File: src/otw_defines.svh
// Constants for the one-time enabled watchdog.
// Assumes inclusion by the package and the design modules.
`ifndef OTW_DEFINES_SVH
`define OTW_DEFINES_SVH
`define OTW_KEY_ADDR      8'ha6
`define OTW_KEY_FIRST     8'h1e
`define OTW_KEY_SECOND    8'he1
`define OTW_CNT_WIDTH     14
`define OTW_CNT_TERMINAL  14'h3fff
`define OTW_CNT_ZERO      14'h0000
`define OTW_TICK_DIV_FAST 4'h6
`define OTW_TICK_DIV_SLOW 4'hc
`define OTW_PULSE_FAST    8'h62
`define OTW_PULSE_SLOW    8'hc4
`endif

File: src/otw_pkg.sv
// Types shared by the watchdog modules.
// Assumes otw_defines.svh is on the include path.
`include "otw_defines.svh"
package otw_pkg;
    // SFR write strobe with its address and data
    typedef struct packed {
        logic       wr;
        logic [7:0] addr;
        logic [7:0] data;
    } otw_sfr_wr_type;

    // Key sequence progress
    typedef enum logic [0:0] {
        OTW_SEQ_IDLE  = 1'b0,
        OTW_SEQ_FIRST = 1'b1
    } otw_seq_type;
endpackage

File: src/otw_pulse_gen.sv
// Fixed-length reset pulse stretcher on the oscillator clock.
// Assumes start is a one-cycle request and clk is the oscillator.
`timescale 1ns/1ps
`include "otw_defines.svh"
module otw_pulse_gen
(
    input  wire logic clk,
    input  wire logic arst_n,
    input  wire logic start,
    input  wire logic six_clk_mode,
    output logic      active
);
    logic [7:0] cnt_q;
    logic [7:0] cnt_d;

    // ---------------------------------------------------------------
    // Countdown
    // ---------------------------------------------------------------
    // Loads 98 or 196 oscillator periods; active while nonzero
    always_comb
    begin
        cnt_d = cnt_q;
        if (start && cnt_q == 8'h00)
            cnt_d = six_clk_mode ? `OTW_PULSE_FAST : `OTW_PULSE_SLOW;
        else if (cnt_q != 8'h00)
            cnt_d = cnt_q - 8'h01;
    end

    always_ff @(posedge clk or negedge arst_n)
    begin
        if (!arst_n)
            cnt_q <= 8'h00;
        else
            cnt_q <= cnt_d;
    end

    assign active = (cnt_q != 8'h00);
endmodule

File: src/otw_tick_gen.sv
// Machine-cycle tick from the oscillator clock.
// Assumes clk is the oscillator and osc_run gates it as a stopped clock.
`timescale 1ns/1ps
`include "otw_defines.svh"
module otw_tick_gen
(
    input  wire logic clk,
    input  wire logic arst_n,
    input  wire logic osc_run,
    input  wire logic six_clk_mode,
    output logic      tick
);
    logic [3:0] div_q;
    logic [3:0] div_d;
    logic [3:0] last;

    // ---------------------------------------------------------------
    // Divider
    // ---------------------------------------------------------------
    // Wraps at 6 or 12 oscillator clocks, held while stopped
    always_comb
    begin
        last  = six_clk_mode ? `OTW_TICK_DIV_FAST - 4'h1 : `OTW_TICK_DIV_SLOW - 4'h1;
        div_d = div_q;
        tick  = 1'b0;
        if (osc_run)
        begin
            if (div_q >= last)
            begin
                div_d = 4'h0;
                tick  = 1'b1;
            end
            else
            begin
                div_d = div_q + 4'h1;
            end
        end
    end

    always_ff @(posedge clk or negedge arst_n)
    begin
        if (!arst_n)
            div_q <= 4'h0;
        else
            div_q <= div_d;
    end
endmodule

File: src/otw_watchdog.sv
// One-time enabled watchdog with reset-out drive.
// Assumes SFR writes arrive as one-cycle strobes on the oscillator clock.
`timescale 1ns/1ps
`include "otw_defines.svh"
module otw_watchdog
(
    input  wire logic                   clk,
    input  wire logic                   arst_n,
    input  wire otw_pkg::otw_sfr_wr_type sfr_wr,
    input  wire logic                   osc_run,
    input  wire logic                   six_clk_mode,
    output logic                        armed,
    output logic                        wdt_reset_req,
    output logic                        rst_pin_out,
    output logic                        rst_pin_oe
);
    logic                       armed_q;
    logic                       armed_d;
    logic [`OTW_CNT_WIDTH-1:0]  cnt_q;
    logic [`OTW_CNT_WIDTH-1:0]  cnt_d;
    otw_pkg::otw_seq_type       seq_q;
    otw_pkg::otw_seq_type       seq_d;
    logic                       ovf_q;
    logic                       ovf_d;
    logic                       tick;
    logic                       key_hit;
    logic                       pair_done;
    logic                       pulse_active;

    // ---------------------------------------------------------------
    // Machine-cycle tick
    // ---------------------------------------------------------------
    // Tick divider select
    otw_tick_gen u_tick
    (
        .clk          (clk),
        .arst_n       (arst_n),
        .osc_run      (osc_run),
        .six_clk_mode (six_clk_mode),
        .tick         (tick)
    );

    // ---------------------------------------------------------------
    // Key sequence
    // ---------------------------------------------------------------
    // Write-only decode; nothing is returned on reads
    assign key_hit = sfr_wr.wr && (sfr_wr.addr == `OTW_KEY_ADDR);

    // Only writes to the key address move the sequence, other SFRs ignored
    always_comb
    begin
        seq_d     = seq_q;
        pair_done = 1'b0;
        if (key_hit)
        begin
            unique case (seq_q)
                otw_pkg::OTW_SEQ_IDLE:
                begin
                    if (sfr_wr.data == `OTW_KEY_FIRST)
                        seq_d = otw_pkg::OTW_SEQ_FIRST;
                end
                otw_pkg::OTW_SEQ_FIRST:
                begin
                    if (sfr_wr.data == `OTW_KEY_SECOND)
                    begin
                        pair_done = 1'b1;
                        seq_d     = otw_pkg::OTW_SEQ_IDLE;
                    end
                    else if (sfr_wr.data == `OTW_KEY_FIRST)
                        seq_d = otw_pkg::OTW_SEQ_FIRST;   // Restart on a fresh first byte
                    else
                        seq_d = otw_pkg::OTW_SEQ_IDLE;
                end
            endcase
        end
    end

    // ---------------------------------------------------------------
    // Arm flag, counter and overflow
    // ---------------------------------------------------------------
    // Overflow wins over a same-cycle service so a late key cannot mask it
    always_comb
    begin
        armed_d = armed_q;
        cnt_d   = cnt_q;
        ovf_d   = 1'b0;
        if (pair_done)
            armed_d = 1'b1;
        if (armed_q)
        begin
            if (cnt_q == `OTW_CNT_TERMINAL)
            begin
                ovf_d   = 1'b1;
                armed_d = 1'b0;
                cnt_d   = `OTW_CNT_ZERO;
            end
            else if (pair_done)
                cnt_d = `OTW_CNT_ZERO;
            else if (tick)
                cnt_d = cnt_q + `OTW_CNT_WIDTH'(1);
        end
    end

    always_ff @(posedge clk or negedge arst_n)
    begin
        if (!arst_n)
        begin
            armed_q <= 1'b0;
            cnt_q   <= `OTW_CNT_ZERO;
            seq_q   <= otw_pkg::OTW_SEQ_IDLE;
            ovf_q   <= 1'b0;
        end
        else
        begin
            armed_q <= armed_d;
            cnt_q   <= cnt_d;
            seq_q   <= seq_d;
            ovf_q   <= ovf_d;
        end
    end

    // ---------------------------------------------------------------
    // Reset-out pulse
    // ---------------------------------------------------------------
    // Fixed pulse length by timing mode
    otw_pulse_gen u_pulse
    (
        .clk          (clk),
        .arst_n       (arst_n),
        .start        (ovf_q),
        .six_clk_mode (six_clk_mode),
        .active       (pulse_active)
    );

    // Drive reset pin high during pulse
    assign rst_pin_out   = pulse_active;
    assign rst_pin_oe    = pulse_active;
    assign wdt_reset_req = pulse_active;   // Device-wide reset request
    assign armed         = armed_q;
endmodule

File: config.mk
export PLATFORM = sky130hd
export DESIGN_NAME = otw_watchdog
export DESIGN_NICKNAME = d
export VERILOG_FILES = /design/src/otw_pkg.sv /design/src/otw_pulse_gen.sv /design/src/otw_tick_gen.sv /design/src/otw_watchdog.sv
export VERILOG_INCLUDE_DIRS = /design/src
export SDC_FILE = /design/constraint.sdc
export NUM_CORES = 1
export LEC_CHECK = 0
export ABC_AREA = 1
export ABC_CLOCK_PERIOD_IN_PS = 1700
export BUFFER_PORTS_ARGS = -buffer_cell sky130_fd_sc_hd__clkbuf_2
export CAP_MARGIN = 20
export CORE_MARGIN = 3
export CORE_UTILIZATION = 45
export DETAILED_ROUTE_END_ITERATION = 12
export SLEW_MARGIN = 20
export SYNTH_ARGS = -nofsm -noshare
export SYNTH_HDL_FRONTEND = slang
export SYNTH_SLANG_ARGS = --single-unit
File: constraint.sdc
create_clock -name clk -period 1.7 [get_ports clk]
set_input_delay 0 -clock clk [delete_from_list [all_inputs] [get_ports clk]]
set_output_delay 0 -clock clk [all_outputs]
set_load 0.005 [all_outputs]
# After elaboration in Yosys (flattened, before gate mapping)
# Cells that the tools add are included.
# W data, S select, Z words.
dict set report totals {
  regBits 29
  latch_bits 0
  ramBits 0
  rom_bits 0
  input_bits 21
  output_inout_bits 4
  wordCells 43
  memories 0
}
dict set report classes {
  add_sub_neg 3
  multipliers 0
  n_div 0
  magnitude_cmp 1
  eq_ne 4
  shifts 0
  mux 21
  bitwise 1
  n_reduce_logical 7
}
# op count
set ops {}
lappend ops {{$mux W14} 3}
lappend ops {{$mux W8} 3}
lappend ops {{$eq A8 B8 Y1 const B} 2}
lappend ops {{$add A14 B1 Y14 const B} 1}
lappend ops {{$eq A14 B14 Y1 const B} 1}
lappend ops {{$mux W1} 12}
lappend ops {{$eq A8 B5 Y1 const B} 1}
lappend ops {{$logic_not A8 Y1} 1}
lappend ops {{$mux W4} 2}
lappend ops {{$reduce_bool A8 Y1} 1}
lappend ops {{$sub A8 B1 Y8 const B} 1}
lappend ops {{$add A4 B1 Y4 const B} 1}
lappend ops {{$ge A4 B4 Y1} 1}
lappend ops {{$reduce_bool A3 Y1} 1}
lappend ops {{$logic_and A1 B1 Y1} 2}
lappend ops {{$pmux W1 S2} 1}
lappend ops {{$reduce_and A2 Y1} 1}
lappend ops {{$reduce_bool A2 Y1} 1}
lappend ops {{$not A1 Y1} 1}

# Logic depth before layout (Yosys ltp)
# Gate-level depths: netlist of the first run.
dict set report logic_depth {
  depth_word 7
  mapped_depth 11
  mapped_depth_nobuf 11
}

# By module
# Synthesis of the first run repeated with hierarchy kept, for this count alone.
dict set report unflattened {
  hier_cells 273
  hier_area_um2 2039.5
}
# module n_inst cells_per_inst area_each_um2 seq_area_each_um2
set modules_own_cells {}
lappend modules_own_cells {otw_watchdog 1 168 1228.7 425.4}
lappend modules_own_cells {otw_pulse_gen 1 68 506.7 200.2}
lappend modules_own_cells {otw_tick_gen 1 37 304.0 100.1}

# Worst setup path after synthesis of the first run
# Ideal clock, no wire load.
dict set report synth_timing {
  path_kind {register -> register}
  from {register cnt_q[0]}
  to {register cnt_q[5]}
  setup_time_ps 118
  arrival_ps 1355
  required_time_ps 1582
  path_slack_ps 227
  stages_incl_launch_ff 10
  n_path_buf 1
  synth_period_minus_slack_ps 1473
  path_cell_list {dfrtp_1 > ha_1 > nand3_2 > nor2_2 > nand3_2 > nand3_2 > nand2_4 > buf_6 > nand2_1 > o21ai_2}
}
dict set report synth_between {
  elab_chain_cells 4
  elab_cells_between_ends 7
}
# item line_no
set synth_lines {}
lappend synth_lines {{start, declared} otw_watchdog.sv:19} ;# logic [`OTW_CNT_WIDTH-1:0] cnt_q;
lappend synth_lines {{start signal, assigned} otw_watchdog.sv:109} ;# cnt_q <= `OTW_CNT_ZERO;
lappend synth_lines {{start signal, assigned} otw_watchdog.sv:116} ;# cnt_q <= cnt_d;
lappend synth_lines {{$add A14 B1 Y14} otw_watchdog.sv:100} ;# cnt_d = cnt_q + `OTW_CNT_WIDTH'(1);
lappend synth_lines {{$mux W14} otw_watchdog.sv:99} ;# else if (tick)
lappend synth_lines {{$mux W14} otw_watchdog.sv:97} ;# else if (pair_done)
lappend synth_lines {{$mux W14} otw_watchdog.sv:91} ;# if (cnt_q == `OTW_CNT_TERMINAL)
# Parallel ways exist; a longest one is shown, timed or not. The select of a mux whose other input is x is not followed.
# A chain may end at the register's enable or synchronous reset.

# Final worst setup path of the first run
dict set report layout_timing {
  from {register u_tick.div_q[3]}
  to {register cnt_q[4]}
}
dict set report layout_between {
  elab_chain_cells 5
}
# item line_no
set layout_lines {}
lappend layout_lines {{start, declared} otw_tick_gen.sv:13} ;# logic [3:0] div_q;
lappend layout_lines {{start signal, assigned} otw_tick_gen.sv:45} ;# div_q <= div_d;
lappend layout_lines {{$ge A4 B4 Y1} otw_tick_gen.sv:28} ;# if (div_q >= last)
lappend layout_lines {{$mux W1} otw_tick_gen.sv:28}
lappend layout_lines {{$mux W1} otw_tick_gen.sv:26} ;# if (osc_run)
lappend layout_lines {{$reduce_bool A3 Y1 (no line)} --}
lappend layout_lines {{$reduce_and A2 Y1 (no line)} --}
# Every way passes these cells.

==> summary.md, run 1 <==
| Metric | Value |
|---|---|
| Initial Util | 47.5% |
| FILL cells | 399 |
| CP max-delay cell | dfrtp_1 |
| Syn nets | 297 |
| WP data required | 1860 ps |
| Port Buf Inserts | 24 |
| Cell taking the most area after synthesis | dfrtp_1 |
| Dpl ws | 82.0 ps |
| CTS Buf Count | 5 |
| Clock Latency Late Sink | 280 ps |
| CP Cell Sequence | ha_1, a21oi_1, nand2_1, nand2_2, nand3_2, nand2_4, clkbuf_16, o21ai_2 |
| Diodes inserted | 0 |
| CTS tree | yes |
| Core area | 0.00406 mm^2 |
| Number of global-route vias before repair | 1657 |
| RSZ-0062 raised after global routing | true |
| WS Path Type | flop to flop |
| Slew HR | 51.1% |
| Crit-path max FO | 9 |
| Count of flip-flops with a built-in enable after synthesis | 0 |
| Clock H-tree levels | 2 |
| Largest net degree at the start of global routing | 30 |
| Routed wire length | 4140 um |
| Root Buffer | clkbuf_8 |
| Worst-Margin Slew | 733 ps |
| Initial antenna violation count | 0 |
| Fin crit share | 93.9% |
| Synthesis-stage register bit count | 29 |
| P_leak | 1.14 nW |
| Worst min path class | input pin to flop |
| Longest Clk Path Bufs | 2 |
| Sw Pwr | 0.632 mW |
| Sequential share of power | 43.1% |
| Synth async-reset ratio | 100% |
| Min cycle time layout | 1600 ps |
| Synth cell types | 25 |
| Synth top area share | 37.6% |
| Final WS setup | 103 ps |
| Clock Skew | 3.62 ps |
| Grt ovf | 0 |
| Clk network pwr share | 27.9% |
| Layout cell share with drive strength beyond 1 | 22.0% |
| Reg clk slew, reported paths | 60 ps |
| Critical Path Start Type | flop |
| Post-synth top cells | nand2_1 (72), inv_1 (38), nor2_1 (37) |
| Synth warnings | 0 |
| Die H | 71.5 um |
| Fmax achieved | 0.626 GHz |
| Die area | 0.00511 mm^2 |
| CP Capture Type | flop |
| Nets | 331 |
| Remaining routing DRC violations | 0 |
| Setup_tns | 0 ps |
| CP arrival | 1760 ps |
| Syn_area_per_cell | 7.15 um^2 |
| First-pass DRT Iterations | 4 |
| Top cells by area, synth | dfrtp_1 (38%), nand2_1 (14%), inv_1 (7.4%) |
| Synthesized area | 0.00193 mm^2 |
| First-pass GRT wire length | 7180 um |
| Mean routed wirelength per cell | 11.6 um |
| Internal power | 1.32 mW |
| Power Dens Cells | 859 mW/mm^2 |
| Seq/Total Area, Yosys | 37.6% |
| Max VDD drop | 360 uV |
| Die width | 71.5 um |
| Gate count of the mapped netlist | 270 |
| Count leader, synth | nand2_1 |
| # rows | 23 |
| Status | finished clean |
| Final antenna-violating net count | 0 |
| Vias | 1781 |
| First DRT Iteration DRCs | 77 |
| Slowest stage delay, CP | 390 ps |
| Setup Viol. Count Final | 0 |
| Max cap viols | 0 |
| DP HPWL | 3090 um |
| DR vias/cell | 5.02 |
| Global Route Usage Sum | 17.6% |
| Final Hold Fails | 0 |
| Comb pwr share | 29.0% |
| Main flop type after synthesis | dfrtp_1 |
| GPL Wtd Cong | 0.791 |
| Layout area overhead | 17.5% |
| # IOs | 25 |
| Final slew viol count | 0 |
| Clock sinks | 29 |
| Sw Ratio | 32.5% |
[power groups by stage]
stage               Sequential, mW  Clock, mW  Combinational, mW
finish                       0.839      0.544              0.565
floorplan                    0.849          0              0.354
global route                 0.849      0.593              0.654
global placement             0.848          0              0.496
detailed placement           0.849          0              0.502
CTS                          0.837      0.573              0.508
[per-stage QoR]
step / utilization, % / hold slack (ps) / instances / power [mW] / cell area (um^2)
finish: 55.9 / 52.1 / 355 / 1.95 / 2270
global placement: 52.0 / 114 / 343 / 1.34 / 2110
CTS: 54.5 / 57.1 / 353 / 1.92 / 2210
global route: 55.9 / 73.0 / 355 / 2.10 / 2270
detailed placement: 52.0 / 114 / 343 / 1.35 / 2110
floorplan: - / -296 / 270 / 1.20 / 1930
[critical path: cells and delay by family (launching register included)]
| family | cells | cell delay [ps] |
|---|---|---|
| simple gates | 4 | 400 |
| flops | 1 | 390 |
| fa+ha+maj | 1 | 300 |
| compound gates | 2 | 200 |
| buf+inv | 1 | 190 |
[repair_timing]
action                                 4_1_cts  5_1_grt
gates resized for setup                      0        5
endpoints found under the hold margin       31        0
hold buffers                                 2        0
setup endpoints to repair                    0       22
buffers inserted                             0        1
[state kept, by name, summed over array words and instances (netlist names)]
register and count:
armed 1, u_tick.div_q 4, ovf_q 1, cnt_q 14
seq_q 1, u_pulse.cnt_q 8
[layout make-up]
cell class / instances / area [um^2] / area share (%)
timing repair buffer: 31 / 220 / 9.71
inverter: 40 / 150 / 6.62
clock buffer: 6 / 72.6 / 3.20
tap: 50 / 62.6 / 2.76
sequential: 29 / 726 / 32.0
clock inverter: 2 / 10.0 / 0.442
multi-input combinational: 197 / 1030 / 45.3
[worst paths after layout]
check                                            start                           end  slack, ps  depth (start not counted)
max                        u_tick.div_q[3]$_DFFE_PN0P_          cnt_q[4]$_DFFE_PN0P_        100                          8
min                                       six_clk_mode  u_pulse.cnt_q[5]$_DFFE_PN0P_         50                          3
max reg2reg                u_tick.div_q[3]$_DFFE_PN0P_          cnt_q[4]$_DFFE_PN0P_        100                          8
min reg2reg                       cnt_q[1]$_DFFE_PN0P_          cnt_q[1]$_DFFE_PN0P_        520                          2
max in group asynchronous                       arst_n          cnt_q[4]$_DFFE_PN0P_        920                          2
min in group asynchronous                       arst_n   u_tick.div_q[2]$_DFFE_PN0P_        310                          2
[metal layers]
layer | vias up | track usage (%) | routed length, um
met1 | 801 | 22.7 | 1910
li1 | 943 | - | -
met5 | - | 0 | 0
met3 | 4 | 4.63 | 174
met4 | 0 | 5.85 | 38
met2 | 33 | 28.8 | 2010
[placed cells by master, fill, tap and decap left out, types with 5 or more instances in the layout]
cell type and instances:
nand2_1 70, inv_1 37, nor2_1 35, dfrtp_1 29, clkbuf_2 24, nand3_1 20
nand4_1 13, o21ai_2 10, a21oi_1 6, ha_1 6, nor2_2 5, clkbuf_8 5
[logic make-up (layout without fill, tap and decap cells)]
| logic type | count (synthesis) | count (layout) | synth area share (%) |
|---|---|---|---|
| simple gates | 161 | 161 | 37.5 |
| buf+inv | 44 | 79 | 9.73 |
| flops | 29 | 29 | 37.6 |
| compound gates | 26 | 26 | 9.40 |
| fa+ha+maj | 6 | 6 | 3.89 |
| xor+xnor | 4 | 4 | 1.82 |
Power figures use the tool's default switching activity.
==> inputs of run 2 (changes only) <==
==> constraint.sdc (replaced) <==
create_clock -name clk -period 1.7 [get_ports clk]
set_input_delay 0.17 -clock clk [delete_from_list [all_inputs] [get_ports clk]]
set_output_delay 0.17 -clock clk [all_outputs]
set_load 0.005 [all_outputs]
==> run 2 against run 1 <==
Against the previous run: count of clock-buffer cells in the layout grew 1; via count fell by 1.5%; sequential share of layout area shrank 0.64 points; non-clock buffer count up 5; largest power group unchanged; die area unchanged; critical endpoint is now rst_pin_out; sequential cell count stayed put; global-route usage decreased by 0.36 points; final area rose by 2.0%.
==> summary.md, run 2 (synthesis gave the netlist of run 1 again) <==
| Metric | Value |
|---|---|
| Clock H-tree levels | 2 (unchanged) |
| Clock Skew | 7.13 ps (+3.51 ps) |
| WS Path Type | flop to output pin |
| First DRT Iteration DRCs | 69 (-10%) |
| Multi-input gate area | 0.00103 mm^2 (+0.49%) |
| Largest Register | cnt_q |
| CP arrival | 1440 ps (-320 ps) |
| DP HPWL | 3060 um (-0.88%) |
| # IOs | 25 (unchanged) |
| Routed wire length | 4100 um (-0.97%) |
| Remaining routing DRC violations | 0 (unchanged) |
| FILL cells | 386 (-3.3%) |
| Fin crit share | 94.4% (+0.48 points) |
| Largest register FFs | 14 (unchanged) |
| First-pass GRT wire length | 7020 um (-2.3%) |
| P_leak | 1.17 nW (+2.7%) |
| Layout Utilization | 57.0% (+1.1 points) |
| Dpl cell area | 0.00212 mm^2 (+0.36%) |
| Tot Pwr | 2.03 mW (+4.3%) |
| Setup_tns | 0 ps (unchanged) |
| Commonest non-fill, non-tap cell in the layout | nand2_1 |
| Diodes inserted | 0 (unchanged) |
| Critical Path Start Type | flop |
| Port Buf Inserts | 24 (unchanged) |
| Reg clk slew, reported paths | 60 ps (about the same) |
| Crit-path max FO | 6 (-3) |
| Final antenna-violating net count | 0 (unchanged) |
| First-pass DRT Iterations | 6 (+2) |
| Slew HR | 72.7% (+22 points) |
| Die width | 71.5 um (unchanged) |
| Die H | 71.5 um (unchanged) |
| Max cap viols | 0 (unchanged) |
| Initial antenna violation count | 0 (unchanged) |
| Vias | 1754 (-1.5%) |
| Slowest stage delay, CP | 400 ps (about the same) |
| # rows | 23 (unchanged) |
| Layout cell share with drive strength beyond 1 | 23.5% (+1.6 points) |
| Die area | 0.00511 mm^2 (unchanged) |
| Clock sinks | 29 (unchanged) |
| Initial Util | 47.5% (unchanged) |
| CTS Buf Count | 5 (unchanged) |
| CTS tree | yes |
| Post-Layout Inst Area | 0.00231 mm^2 (+2.0%) |
| Most frequent cells in the layout | nand2_1 (70), inv_1 (38), nor2_1 (36) |
| Reg area | 726 um^2 (unchanged) |
| Nets | 336 (+1.5%) |
| Largest net degree at the start of global routing | 30 (unchanged) |
| Global Route Usage Sum | 17.3% (-0.36 points) |
| Max VDD drop | 401 uV (+11%) |
| Setup Viol. Count Final | 0 (unchanged) |
| Mean routed wirelength per cell | 11.4 um (-2.3%) |
| Core area | 0.00406 mm^2 (unchanged) |
| Worst min path class | input pin to flop |
| Min cycle time layout | 1610 ps (+8.20 ps) |
| CP max-delay cell | dfrtp_1 |
| Longest Clk Path Bufs | 2 (unchanged) |
| Worst-Margin Slew | 406 ps (-328 ps) |
| Final Hold Fails | 0 (unchanged) |
| CP Capture Type | output pin |
| Layout area overhead | 19.9% |
| Fmax achieved | 0.623 GHz (-0.51%) |
| Clock Latency Late Sink | 280 ps (about the same) |
| GPL Wtd Cong | 0.797 (+0.73%) |
| Status | finished clean |
| WP data required | 1530 ps (-330 ps) |
| DR vias/cell | 4.87 (-2.9%) |
| CP delay by family, top | flip-flops |
| CP Cell Sequence | inv_1, ha_2, nand3_1, nor2_2, nand2_4, clkbuf_2 |
| Number of global-route vias before repair | 1628 (-1.8%) |
| Crit path buffers/inverters | 2 (+1) |
| Root Buffer | clkbuf_8 |
| Grt ovf | 0 (unchanged) |
| Largest registers | cnt_q (14), u_pulse.cnt_q (8), u_tick.div_q (4) |
| Final slew viol count | 0 (unchanged) |
| Power Dens Cells | 879 mW/mm^2 (+2.2%) |
-- run 2: timing repair --
| action | 4_1_cts | 5_1_grt |
|---|---|---|
| setup buffers | 0 | 6 |
| hold buffers | 1 | 0 |
| endpoints found under the setup margin | 3 | 10 |
| gates cloned | 0 | 1 |
| gates resized for setup | 1 | 4 |
| endpoints found under the hold margin | 29 | 0 |
| pin swaps | 0 | 3 |
-- run 2: power breakdown --
part,switching [mW],leakage [nW],internal [mW]
registers,0.0699,0.361,0.768
logic,0.298,0.756,0.265
clock network,0.267,0.0542,0.365
-- run 2: path summary, 6_finish.rpt --
kind | startpoint | to | slack [ps] | cells after the start
hold / removal | osc_run | u_tick.div_q[1]$_DFFE_PN0P_ | 180 | 2
hold reg to reg | cnt_q[1]$_DFFE_PN0P_ | cnt_q[1]$_DFFE_PN0P_ | 520 | 2
min in group asynchronous | arst_n | u_tick.div_q[1]$_DFFE_PN0P_ | 430 | 3
setup reg to reg | u_tick.div_q[3]$_DFFE_PN0P_ | cnt_q[4]$_DFFE_PN0P_ | 110 | 8
max in group asynchronous | arst_n | u_pulse.cnt_q[4]$_DFFE_PN0P_ | 990 | 3
setup / recovery | u_pulse.cnt_q[0]$_DFFE_PN0P_ | rst_pin_out | 90 | 6
-- run 2: worst reg2reg max path, delay by kind of cell, from the launching register on --
kind                     cells  cell delay (ps)
AND/OR/NAND/NOR              4              410
adder cells (fa/ha/maj)      1              290
AO/OA/AOI/OAI                2              190
flip-flops                   1              390
buffers and inverters        1              190
-- run 2: layer usage --
| layer | part of all wire [%] | wire (um) | global-route usage (%) | up-vias |
|---|---|---|---|---|
| met2 | 48 | 1970 | 28.4 | 33 |
| met4 | 1.4 | 57 | 5.64 | 0 |
| li1 | - | - | - | 947 |
| met1 | 46 | 1890 | 22.3 | 768 |
| met3 | 4.3 | 177 | 4.21 | 6 |
| met5 | 0 | 0 | 0 | - |
-- run 2: through the flow --
stage          setup slack (ps)  hold slack [ps]  cells
5_1_grt                   -7.53              180    360
3_3_place_gp                125              210    344
6_report                   94.7              183    360
2_1_floorplan               227             -126    270
4_1_cts                    26.0              160    353
3_5_place_dp               89.0              214    344
-- run 2: final cells by class --
type	count	area share, %
Sequential cell	29	31.4
Multi-Input combinational cell	197	44.6
Inverter	40	6.49
Tap cell	50	2.70
Clock buffer	7	4.16
Timing Repair Buffer	36	10.5
Clock inverter	1	0.216
